$ cat config.mk
export PLATFORM = sky130hd
export DESIGN_NAME = carrier_pwm
export DESIGN_NICKNAME = d
export VERILOG_FILES = /design/src/verilog/cpwm_pkg.sv /design/src/verilog/carrier_pwm.sv
export SDC_FILE = /design/constraint.sdc
export NUM_CORES = 1
export LEC_CHECK = 0
export BUFFER_PORTS_ARGS = -buffer_cell sky130_fd_sc_hd__buf_2
export CAP_MARGIN = 20
export CORE_AREA = 2 2 287 289
export DETAILED_ROUTE_END_ITERATION = 8
export DIE_AREA = 0 0 289 291
export SLEW_MARGIN = 20
export SYNTH_ARGS = -nofsm -noshare
export SYNTH_HDL_FRONTEND = slang
export SYNTH_SLANG_ARGS = --single-unit
$ cat constraint.sdc
create_clock -name CLK_IN -period 23 [get_ports CLK_IN]
set_clock_uncertainty 0.2 [all_clocks]
set_input_delay 2.3 -clock CLK_IN [delete_from_list [all_inputs] [get_ports CLK_IN]]
set_output_delay 2.3 -clock CLK_IN [all_outputs]
set_load 0.02 [all_outputs]
$ cat src/verilog/cpwm_pkg.sv
// constants shared by the carrier pwm generator
// How it works
// - the carrier starts at zero, spans zero to one, and an output is active while its index exceeds it.
// - the carrier frequency is the nominal frequency times one scale input shared by all channels.
// - every generator leaves reset of its counter on one common start trigger so carriers align.
// - the carrier is either a sawtooth or a symmetrical up-down wave.
// - an adc trigger and a task trigger, each enabled apart, are raised on carrier events.
// - a trigger is sent only after the repetition period of selected carrier events has passed.
// - with a symmetrical carrier the triggers land on underflow or overflow as selected.
// - a break event shuts every output down to its passive level.
// - the break input is disabled, active low on a falling edge, or active high on a rising edge.
// - a complementary pair gets a blanking delay between one output falling and the other rising.
// - enables act per channel or per output, and an enable at zero makes the gated outputs passive.
// - a polarity bit sets the level each output drives in the active state.
// - each channel gives a single output or a complementary pair, for up to four channels.
// - with external sync on, the chosen sync edge starts and resets the counter.
package cpwm_pkg;
  localparam int NCH = 4;
  localparam int AW = 6;
  // register byte offsets
  localparam logic [AW-1:0] A_CTRL = 6'h00;
  localparam logic [AW-1:0] A_INC = 6'h04;
  localparam logic [AW-1:0] A_MOD0 = 6'h08;
  localparam logic [AW-1:0] A_BLANK = 6'h18;
  localparam logic [AW-1:0] A_CHCFG = 6'h1c;
  localparam logic [AW-1:0] A_REP = 6'h20;
  localparam logic [AW-1:0] A_STAT = 6'h24;
  localparam logic [AW-1:0] A_MASK = 6'h28;
  localparam logic [AW-1:0] A_STATE = 6'h2c;
  // control fields
  localparam int C_ARM = 0;
  localparam int C_SYM = 1;
  localparam int C_BRK = 2; // two bits
  localparam int C_SYNC = 4;
  localparam int C_SFALL = 5;
  localparam int C_OVF = 6;
  localparam int C_ADC = 7;
  localparam int C_TASK = 8;
  localparam int C_PEROUT = 9;
  localparam int C_ENUSE = 10;
  localparam int C_FVAR = 11;
  localparam int C_BCLR = 12;
  localparam int CTRL_W = 12;
  // status bits
  localparam int S_ADC = 0;
  localparam int S_TASK = 1;
  localparam int S_BRK = 2;
  localparam int S_UNF = 3;
  localparam int ST_W = 4;
  // break modes
  typedef enum logic [1:0] {
    BRK_OFF = 2'b00,
    BRK_LOW = 2'b01,
    BRK_HIGH = 2'b10
  } brk_mode_t;
  // reset values, unity scale and scale fraction bits
  localparam logic [15:0] INC_RST = 16'h0100;
  localparam logic [15:0] SCALE_ONE = 16'h0100;
  localparam logic [7:0] REP_RST = 8'h01;
  localparam int SCALE_FRAC = 8;
endpackage

$ cat src/verilog/carrier_pwm.sv
// carrier pwm generator with blanking, triggers, break and sync
//
// Local design decisions: the address map and the strobed register port.
`timescale 1ns/1ps
module carrier_pwm import cpwm_pkg::*; #(
  parameter int DW = 16,
  parameter int BW = 8
) (
  // clock and reset
  input wire logic CLK_IN,
  input wire logic RST_N_IN,
  // register port
  input wire logic [AW-1:0] ADDR_IN,
  input wire logic [31:0] WDATA_IN,
  input wire logic WR_IN,
  input wire logic RD_IN,
  output logic [31:0] RDATA_OUT,
  output logic IRQ_OUT,
  // frequency scale, 8.8 fixed point, same clock
  input wire logic [15:0] FSCALE_IN,
  // common start trigger, same clock
  input wire logic START_IN,
  // pins
  input wire logic SYNC_IN,
  input wire logic BRK_IN,
  input wire logic [2*NCH-1:0] EN_IN,
  // gate drive outputs
  output logic [NCH-1:0] PWM_OUT,
  output logic [NCH-1:0] PWMN_OUT,
  // trigger pulses
  output logic ADC_TRIG_OUT,
  output logic TASK_TRIG_OUT
);

  logic [CTRL_W-1:0] ctrl_q;
  logic [DW-1:0] inc_q;
  logic [DW-1:0] mod_q [NCH];
  logic [BW-1:0] blank_q;
  logic [3*NCH-1:0] chcfg_q;
  logic [7:0] rep_q;
  logic [ST_W-1:0] st_q;
  logic [ST_W-1:0] mask_q;
  logic [31:0] rdata_q;
  logic run_q;
  logic [DW-1:0] ph_q;
  logic [7:0] rcnt_q;
  logic brk_q;
  logic [2:0] sync_s_q;
  logic [2:0] brk_s_q;
  logic [2*NCH-1:0] en_a_q;
  logic [2*NCH-1:0] en_q;
  logic [DW-1:0] eff_inc;
  logic [DW+15:0] prod;
  logic [DW-1:0] carrier;
  logic [DW-1:0] ph_nx;
  logic sync_edge;
  logic brk_edge;
  logic unf_ev;
  logic ovf_ev;
  logic sel_ev;
  logic trig;
  logic [ST_W-1:0] ev;
  logic [NCH-1:0] comp_en;
  logic [NCH-1:0] pol_p;
  logic [NCH-1:0] pol_n;
  brk_mode_t bmode;

  assign bmode = brk_mode_t'(ctrl_q[C_BRK+1:C_BRK]);
  assign comp_en = chcfg_q[NCH-1:0];
  assign pol_p = chcfg_q[2*NCH-1:NCH];
  assign pol_n = chcfg_q[3*NCH-1:2*NCH];

  // register writes
  always_ff @(posedge CLK_IN) begin
    if (!RST_N_IN) begin
      ctrl_q <= '0;
      inc_q <= INC_RST;
      blank_q <= '0;
      chcfg_q <= '0;
      rep_q <= REP_RST;
      mask_q <= '0;
    end else if (WR_IN) begin
      case (ADDR_IN)
        A_CTRL: ctrl_q <= WDATA_IN[CTRL_W-1:0];
        A_INC: inc_q <= WDATA_IN[DW-1:0];
        A_BLANK: blank_q <= WDATA_IN[BW-1:0];
        A_CHCFG: chcfg_q <= WDATA_IN[3*NCH-1:0];
        A_REP: rep_q <= WDATA_IN[7:0];
        A_MASK: mask_q <= WDATA_IN[ST_W-1:0];
        default: ;
      endcase
    end
  end

  // modulation index registers, one word per channel
  always_ff @(posedge CLK_IN) begin
    if (!RST_N_IN) begin
      for (int i = 0; i < NCH; i++) mod_q[i] <= '0;
    end else begin
      for (int i = 0; i < NCH; i++) begin
        if (WR_IN && ADDR_IN == A_MOD0 + AW'(4 * i)) mod_q[i] <= WDATA_IN[DW-1:0];
      end
    end
  end

  // read data, valid in the cycle after the strobe
  always_ff @(posedge CLK_IN) begin
    if (!RST_N_IN) begin
      rdata_q <= '0;
    end else if (RD_IN) begin
      case (ADDR_IN)
        A_CTRL: rdata_q <= 32'(ctrl_q);
        A_INC: rdata_q <= 32'(inc_q);
        A_BLANK: rdata_q <= 32'(blank_q);
        A_CHCFG: rdata_q <= 32'(chcfg_q);
        A_REP: rdata_q <= 32'(rep_q);
        A_STAT: rdata_q <= 32'(st_q);
        A_MASK: rdata_q <= 32'(mask_q);
        A_STATE: rdata_q <= 32'({PWMN_OUT, PWM_OUT, brk_q, run_q});
        default: begin
          rdata_q <= '0;
          for (int i = 0; i < NCH; i++) begin
            if (ADDR_IN == A_MOD0 + AW'(4 * i)) rdata_q <= 32'(mod_q[i]);
          end
        end
      endcase
    end else begin
      rdata_q <= '0;
    end
  end
  assign RDATA_OUT = rdata_q;

  // sticky status, cleared by read, a new event wins
  assign ev = {unf_ev, brk_edge, trig && ctrl_q[C_TASK], trig && ctrl_q[C_ADC]};
  always_ff @(posedge CLK_IN) begin
    if (!RST_N_IN) st_q <= '0;
    else st_q <= ((RD_IN && ADDR_IN == A_STAT) ? '0 : st_q) | ev;
  end
  assign IRQ_OUT = |(st_q & mask_q);

  // two-flop synchronisers, third stage for edge detect
  always_ff @(posedge CLK_IN) begin
    if (!RST_N_IN) begin
      sync_s_q <= '0;
      brk_s_q <= '0;
      en_a_q <= '0;
      en_q <= '0;
    end else begin
      sync_s_q <= {sync_s_q[1:0], SYNC_IN};
      brk_s_q <= {brk_s_q[1:0], BRK_IN};
      en_a_q <= EN_IN;
      en_q <= en_a_q;
    end
  end

  // sync edge select
  assign sync_edge = ctrl_q[C_SYNC] && (ctrl_q[C_SFALL] ?
    (sync_s_q[2] && !sync_s_q[1]) : (!sync_s_q[2] && sync_s_q[1]));

  // break edge per mode
  always_comb begin
    case (bmode)
      BRK_LOW: brk_edge = brk_s_q[2] && !brk_s_q[1];
      BRK_HIGH: brk_edge = !brk_s_q[2] && brk_s_q[1];
      default: brk_edge = 1'b0;
    endcase
  end

  // break latch, cleared by control write
  always_ff @(posedge CLK_IN) begin
    if (!RST_N_IN) brk_q <= 1'b0;
    else if (brk_edge) brk_q <= 1'b1;
    else if (WR_IN && ADDR_IN == A_CTRL && WDATA_IN[C_BCLR]) brk_q <= 1'b0;
  end

  // effective increment: nominal times scale
  assign prod = inc_q * (ctrl_q[C_FVAR] ? FSCALE_IN : SCALE_ONE);
  assign eff_inc = prod[DW-1+SCALE_FRAC:SCALE_FRAC];
  assign ph_nx = ph_q + eff_inc;

  // run state and phase accumulator
  always_ff @(posedge CLK_IN) begin
    if (!RST_N_IN) begin
      run_q <= 1'b0;
      ph_q <= '0;
    end else if (!ctrl_q[C_ARM]) begin
      run_q <= 1'b0;
      ph_q <= '0;
    end else if (sync_edge) begin
      run_q <= 1'b1;
      ph_q <= '0;
    end else if (!run_q) begin
      run_q <= START_IN && !ctrl_q[C_SYNC];
      ph_q <= '0;
    end else begin
      ph_q <= ph_nx;
    end
  end

  // carrier shape and events
  assign carrier = ctrl_q[C_SYM] ? {ph_q[DW-2:0], 1'b0} ^ {DW{ph_q[DW-1]}} : ph_q;
  assign unf_ev = run_q && (ph_nx < ph_q);
  assign ovf_ev = ctrl_q[C_SYM] ? (run_q && !ph_q[DW-1] && ph_nx[DW-1]) : unf_ev;
  assign sel_ev = ctrl_q[C_OVF] ? ovf_ev : unf_ev;

  // repetition counter
  assign trig = sel_ev && (rcnt_q + 8'h01 >= rep_q);
  always_ff @(posedge CLK_IN) begin
    if (!RST_N_IN || !run_q) rcnt_q <= '0;
    else if (trig) rcnt_q <= '0;
    else if (sel_ev) rcnt_q <= rcnt_q + 8'h01;
  end

  // trigger pulses
  always_ff @(posedge CLK_IN) begin
    if (!RST_N_IN) begin
      ADC_TRIG_OUT <= 1'b0;
      TASK_TRIG_OUT <= 1'b0;
    end else begin
      ADC_TRIG_OUT <= trig && ctrl_q[C_ADC];
      TASK_TRIG_OUT <= trig && ctrl_q[C_TASK];
    end
  end

  // per-channel compare, blanking and output stage
  for (genvar c = 0; c < NCH; c++) begin : g_ch
    logic raw;
    logic act_q;
    logic [BW-1:0] bcnt_q;
    logic ena_p;
    logic ena_n;
    logic on_p;
    logic on_n;
    assign raw = run_q && (mod_q[c] > carrier);
    assign ena_p = !ctrl_q[C_ENUSE] || en_q[c];
    assign ena_n = !ctrl_q[C_ENUSE] || (ctrl_q[C_PEROUT] ? en_q[NCH+c] : en_q[c]);

    // blanking counter restarts on each compare change
    always_ff @(posedge CLK_IN) begin
      if (!RST_N_IN) begin
        act_q <= 1'b0;
        bcnt_q <= '0;
      end else if (raw != act_q) begin
        act_q <= raw;
        bcnt_q <= comp_en[c] ? blank_q : '0;
      end else if (bcnt_q != '0) begin
        bcnt_q <= bcnt_q - BW'(1);
      end
    end

    assign on_p = act_q && (bcnt_q == '0 || !comp_en[c]);
    assign on_n = comp_en[c] && !act_q && run_q && bcnt_q == '0;

    // registered pins, passive is the inverse of polarity
    always_ff @(posedge CLK_IN) begin
      if (!RST_N_IN) begin
        PWM_OUT[c] <= 1'b0;
        PWMN_OUT[c] <= 1'b0;
      end else begin
        PWM_OUT[c] <= (on_p && ena_p && !brk_q) ? pol_p[c] : !pol_p[c];
        PWMN_OUT[c] <= (on_n && ena_n && !brk_q) ? pol_n[c] : !pol_n[c];
      end
    end

    pair_excl_a: assert property (@(posedge CLK_IN) disable iff (!RST_N_IN)
      $past(RST_N_IN) |->
        !((PWM_OUT[c] == $past(pol_p[c])) && (PWMN_OUT[c] == $past(pol_n[c]))))
      else $error("both pair outputs active");
    en_pass_a: assert property (@(posedge CLK_IN) disable iff (!RST_N_IN)
      (ctrl_q[C_ENUSE] && !en_q[c]) |=> (PWM_OUT[c] == !$past(pol_p[c])))
      else $error("disabled output not passive");
    single_pass_a: assert property (@(posedge CLK_IN) disable iff (!RST_N_IN)
      (RST_N_IN && !comp_en[c]) |=> (PWMN_OUT[c] == !$past(pol_n[c])))
      else $error("single channel complement not passive");
  end

  brk_pass_a: assert property (@(posedge CLK_IN) disable iff (!RST_N_IN)
    brk_q |=> (PWM_OUT == ~$past(pol_p)) && (PWMN_OUT == ~$past(pol_n)))
    else $error("output active during break");
  brk_off_a: assert property (@(posedge CLK_IN) disable iff (!RST_N_IN)
    (bmode == BRK_OFF && !brk_q) |=> !brk_q)
    else $error("break latched while disabled");
  idle_zero_a: assert property (@(posedge CLK_IN) disable iff (!RST_N_IN)
    !run_q |-> (ph_q == '0))
    else $error("carrier not at zero while idle");
  start_go_a: assert property (@(posedge CLK_IN) disable iff (!RST_N_IN)
    (ctrl_q[C_ARM] && !ctrl_q[C_SYNC] && START_IN && !run_q) |=> run_q ##1 run_q || !ctrl_q[C_ARM])
    else $error("start trigger missed");
  sync_rst_a: assert property (@(posedge CLK_IN) disable iff (!RST_N_IN)
    (ctrl_q[C_ARM] && sync_edge) |=> (run_q && ph_q == '0))
    else $error("sync edge did not reset counter");
  phase_step_a: assert property (@(posedge CLK_IN) disable iff (!RST_N_IN)
    (run_q && ctrl_q[C_ARM] && !sync_edge) |=> ph_q == $past(ph_q) + $past(eff_inc))
    else $error("phase step differs from scaled increment");
  rep_cnt_a: assert property (@(posedge CLK_IN) disable iff (!RST_N_IN)
    ADC_TRIG_OUT |-> $past(sel_ev) && ($past(rcnt_q) + 8'h01 >= $past(rep_q)))
    else $error("trigger before repetition period");
  trig_en_a: assert property (@(posedge CLK_IN) disable iff (!RST_N_IN)
    (trig && !ctrl_q[C_TASK]) |=> !TASK_TRIG_OUT)
    else $error("task trigger while disabled");
  stat_keep_a: assert property (@(posedge CLK_IN) disable iff (!RST_N_IN)
    (st_q[S_ADC] && !(RD_IN && ADDR_IN == A_STAT)) |=> st_q[S_ADC])
    else $error("adc status lost without a read");
endmodule

### Word level (Yosys, flattened, before mapping)

Memories as Yosys holds them, arrays and structs flattened.
Cells that the tools add are included.

| storage, ports and cells | value |
|---|---|
| bits in registers | 190 |
| bits in writable memories | 64 |
| output and inout bits | 43 |
| word-level logic and storage cells | 251 |
| memories | 1 |

Memory list:

| memory | words | width | rd ports | clocked after Yosys merged registers in | wr ports | RTL line | RTL |
|---|---|---|---|---|---|---|---|
| mod_q | 4 | 16 | 4 | 0 | 4 | carrier_pwm.sv:37 | `logic [DW-1:0] mod_q [NCH];` |

| cells by class | value |
|---|---|
| add/subtract/negate cells | 6 |
| multipliers | 1 |
| magnitude comparators | 6 |
| equality and inequality tests | 17 |
| mux-type cells | 57 |
| bitwise logic cells | 10 |
| reduce and logical (&&, ||, !) cells | 119 |

Operators with widths:

| kind | count |
|---|---|
| $pmux W32 S8 | 1 |
| $mux W16 | 7 |
| $mux W32 | 3 |
| $mux W8 | 12 |
| $gt A16 B16 Y1 | 4 |
| $logic_and A1 B1 Y1 | 55 |
| $logic_not A8 Y1 | 4 |
| $mux W1 | 32 |
| $reduce_bool A8 Y1 | 4 |
| $sub A8 B1 Y8 const B | 4 |
| $logic_not A1 Y1 | 26 |
| $eq A6 B5 Y1 const B | 4 |
| $eq A6 B6 Y1 const B | 4 |
| $mul A16 B16 Y24 | 1 |
| $add A16 B16 Y16 | 1 |
| $lt A16 B16 Y1 | 1 |
| $reduce_and A2 Y1 | 8 |
| $xor A16 B16 Y16 | 1 |
| $logic_or A1 B1 Y1 | 13 |
| $eq A6 B4 Y1 const B | 2 |
| $reduce_bool A2 Y1 | 5 |
| $add A8 B1 Y8 const B | 1 |
| $ge A8 B8 Y1 | 1 |
| $reduce_or A4 Y1 | 2 |
| 12 further kinds | 20 |

### Longest topological paths before layout

| depth | value |
|---|---|
| word-level depth | 10 |
| depth in mapped cells | 45 |
| depth with buffers taken out | 40 |

### Worst setup path before layout

OpenSTA, ideal clock, no wires.

| path | value |
|---|---|
| path type | input to register |
| start point | input port FSCALE_IN[1] |
| end point | register rcnt_q[0] |
| setup time | 0.114 ns |
| arrival time | 10.182 ns |
| setup slack | 12.503 ns |
| stages | 38 |
| cell sequence | and2_1 clkbuf_1 nand2_1 fa_1 fa_1 fa_1 inv_1 fa_1 fa_1 inv_1 fa_1 inv_1 ha_1 o21ai_0 a21oi_1 a21o_1 and2_1 o21a_1 (+2 left out) ha_1 a21o_1 a21oi_1 o21ai_0 a221oi_1 o21ai_0 o31ai_1 xnor2_1 inv_1 ha_1 nand4_1 o21ai_0 nor3b_1 o21ai_0 o22ai_2 buf_6 mux2i_1 nor2_1 |

| on the way | value |
|---|---|
| cells in the longest elaborated chain, start to end | 9 |
| elaborated cells on any way between the ends | 10 |
| those cells by class | add/sub: 1; mul: 1; order compare: 1; mux: 3; reduce/logical: 4 |

Ends and longest elaborated chain:

| what | RTL line | RTL |
|---|---|---|
| start: declaration | carrier_pwm.sv:20 | `input wire logic [15:0] FSCALE_IN,` |
| $mux W16 * | carrier_pwm.sv:177 | `assign prod = inc_q * (ctrl_q[C_FVAR] ? FSCALE_IN : SCALE_ONE);` |
| $mul A16 B16 Y24 * | carrier_pwm.sv:177 |  |
| $add A16 B16 Y16 * | carrier_pwm.sv:179 | `assign ph_nx = ph_q + eff_inc;` |
| named net ph_nx[15] | carrier_pwm.sv:55 | `logic [DW-1:0] ph_nx;` |
| $lt A16 B16 Y1 | carrier_pwm.sv:202 | `assign unf_ev = run_q && (ph_nx < ph_q);` |
| $logic_and A1 B1 Y1 | carrier_pwm.sv:202 |  |
| $mux W1 | carrier_pwm.sv:203 | `assign ovf_ev = ctrl_q[C_SYM] ? (run_q && !ph_q[DW-1] && ph_nx[DW-1]) : unf_ev;` |
| $mux W1 * | carrier_pwm.sv:204 | `assign sel_ev = ctrl_q[C_OVF] ? ovf_ev : unf_ev;` |
| $logic_and A1 B1 Y1 | carrier_pwm.sv:207 | `assign trig = sel_ev && (rcnt_q + 8'h01 >= rep_q);` |
| $reduce_or A2 Y1 (no line) | - |  |
| end signal: assignment | carrier_pwm.sv:211 | `else if (sel_ev) rcnt_q <= rcnt_q + 8'h01;` |
| end: declaration | carrier_pwm.sv:46 | `logic [7:0] rcnt_q;` |

The timed path passes the listed nets; every way through them passes the cells marked *.
A chain may end at the register's enable or synchronous reset.

### Worst setup path in the final report

| path | value |
|---|---|
| start point | input port FSCALE_IN[2] |
| end point | register rcnt_q[3] |

The elaborated chain is that of the path after synthesis.

==> summary.txt <==
Routing
  • DRC Markers: 0
  • WL/cell: approximately 18 um
  • DR iter-0 viols: around 1500
  • Total wire length: about 60000 um
  • Vias: roughly 16000
  • DRT antenna net count: 0
  • Total iterations of the first detailed-routing run: 6
  • Post-DR vias/cell: roughly 4.8

Final layout
  • Nets: 2724
  • Fillers: 8720
  • Area Growth Syn to Fin: 11.42%
  • Layout cells sized above 1: 0.07075
  • Finished Cell Area: approximately 22000 um^2

Placed design
  • Dpl hpwl: 44440 um
  • Area of placed instances: between 20000 and 25000 um^2
  • PortBufs: 79
  • Final GP Congestion: ~0.86

Setup path
  • Worst setup EP type: flip-flop
  • Slowest-stage cell, CP: o22ai_2
  • Worst R2R Setup Slack: 12.58 ns
  • Crit-path max cell delay: about 0.59 ns
  • Critical Path RT: approximately 23 ns
  • CP Launch Type: input port
  • Crit Path Max Fanout: 14
  • Arrival time worst endpoint: approximately 12 ns
  • Critical path class: in2reg

Flow run
  • MaxCap Viol Count: 0

Die
  • Number of cell rows: approximately 110
  • Die height: 291 um
  • Die footprint: ~84000 um^2
  • Core area: between 80000 and 90000 um^2
  • Initial core utilization: 0.2478
  • # IOs: ~110
  • Die X: a little under 300 um

Synthesis
  • Seq/Total Area, Yosys: 0.2687
  • Syn Inst Count: ~2300
  • Post-synth top area share: 0.1731
  • Ys async rst share: 0
  • Synth cell types: 69
  • YS warnings: 0
  • Post-Synthesis Cell Area: 20120 um^2
  • Post-synth EDFFs: 64
  • Seq cells post-synth: between 200 and 250
  • Top post-synthesis cells by area: dfxtp_1, fa_1, ha_1
  • Syn Area/Cell: 8.744 um^2
  • Largest area contributor in the synthesized netlist: dfxtp_1
  • Post-synth top flop: dfxtp_1
  • Most frequent cell after synthesis: nand2_1
  • Synth cell count leaders: nand2_1, inv_1, ha_1

Timing
  • RSZ-0062 raised after global routing: no
  • Hold Vio Cnt, Final: 0
  • Tightest Pin Transition: ~1.1 ns
  • FMAX: 0.08721 GHz
  • Setup TNS: 0 ns
  • Setup violations, final: 0
  • Slew Viols, Final: 0
  • Part of the cycle the worst path needs: 0.4986
  • Final min period: between 10 and 15 ns
  • Rel. slew slack: 0.2403

Clock network
  • Clock Latency Late Sink: roughly 0.57 ns
  • CTS sink count: between 200 and 250
  • CTS tree: built
  • Root buf cell: clkbuf_16
  • H-tree depth: 1
  • # hold bufs at CTS: 0
  • Post-CTS Resized: 0
  • Clock transition at path regs: about 0.07 ns
  • Maximum clock insertion buffer count: 3
  • Post-CTS Setup Inserts: 0
  • CTS buffer count: 26

Global routing
  • First-pass GRT wire length: slightly above 90000 um
  • GRT overflow: 0
  • GR Util All Layers: 0.1422
  • Largest net degree at the start of global routing: 81
  • Initial antenna violation count: 6
  • Number of global-route vias before repair: around 16000

Power
  • Peak supply drop: about 0.000053 V
  • PD cells: 50.47 nW/um^2
  • Leakage: 9.389 nW

Outcome
  • Status: finished clean

Min path
  • Hold Path Class: reg2reg
==> cells in the final DEF, fill, tap and decap left out, types with 22 or more instances in the layout <==
cell type | netlist | routed
a21o_1 | 26 | 26
a21oi_1 | 112 | 112
a22oi_1 | 35 | 35
and2_1 | 111 | 111
and3_1 | 100 | 100
buf_2 | 0 | 79
buf_4 | 17 | 23
clkbuf_16 | 0 | 27
dfxtp_1 | 174 | 173
edfxtp_1 | 64 | 64
fa_1 | 168 | 168
ha_1 | 175 | 175
inv_1 | 252 | 252
mux2i_1 | 26 | 26
nand2_1 | 349 | 349
nand3_1 | 82 | 82
nand4_1 | 22 | 22
nor2_1 | 88 | 85
nor3_1 | 30 | 27
o21ai_0 | 59 | 59
xnor2_1 | 60 | 60
xor2_1 | 30 | 29
==> where the power goes <==
part	switching (mW)	internal, mW
sequential	0.0273	0.462
clock	0.191	0.245
combinational	0.123	0.0833
total	0.341	0.790
==> state kept, by name, summed over array words and instances, names as in the netlist, 8 cells and up <==
name / cells
ctrl_q: 12
ph_q: 16
g_ch.bcnt_q: 32
inc_q: 16
rcnt_q: 8
RDATA_OUT: 16
rep_q: 8
en_a_q: 8
blank_q: 8
mod_q: 64
chcfg_q: 12
en_q: 8
==> cells by family after synthesis <==
group / share of synthesized area
compound gates: 0.1119
xor+xnor: 0.04111
fa+ha+maj: 0.2760
buf+inv: 0.07618
flops: 0.2687
mux: 0.01350
other cells: 0.0001864
simple gates: 0.2125
==> cell type report <==
| cell class | count | area (um^2) | share of cell area |
|---|---|---|---|
| clock inverter | 17 | 178.9 | 0.007982 |
| multi-input combinational | 1691 | 13270 | 0.5919 |
| antenna | 1 | 2.502 | 0.0001116 |
| clock buffer | 31 | 704.4 | 0.03142 |
| tap | 1070 | 1339 | 0.05972 |
| inverter | 253 | 949.7 | 0.04236 |
| sequential | 238 | 5406 | 0.2412 |
| timing repair buffer | 102 | 568.0 | 0.02534 |
==> worst paths after layout <==
kind / start / to / cells after the start
worst max-delay path: FSCALE_IN[2] / rcnt_q[3] / 40
worst min register to register: en_a_q[5] / en_q[5] / 1
worst max register to register: ctrl_q[11] / rcnt_q[3] / 38
worst min-delay path: en_a_q[5] / en_q[5] / 1
==> critical path: cells and delay by family <==
| family | cells | cell delay [ns] |
|---|---|---|
| fa+ha+maj | 9 | 3.75 |
| xor+xnor | 2 | 0.43 |
| buf+inv | 6 | 0.58 |
| simple gates | 9 | 1.53 |
| compound gates | 14 | 3.16 |
==> per-stage QoR <==
step	setup WS [ns]	hold slack, ns	power (mW)	cells	util
floorplan	12.50	0.2119	0.6505	2316	-
global placement	11.04	0.2159	0.6979	3354	0.2650
detailed placement	10.97	0.2177	0.7021	3354	0.2651
CTS	11.52	0.2333	1.136	3402	0.2759
global route	10.73	0.2440	1.187	3403	0.2761
finish	11.53	0.2338	1.131	3403	0.2761
==> routing by layer <==
layer / track usage / share of wire / up-vias
met2: 0.2260 / 0.46 / 510
met4: 0.04803 / 0.033 / 6
met3: 0.02249 / 0.066 / 109
li1: - / - / 7728
met5: 0 / 0.00052 / -
met1: 0.1952 / 0.44 / 7897
No activity file was read; power rests on OpenSTA's default activity.
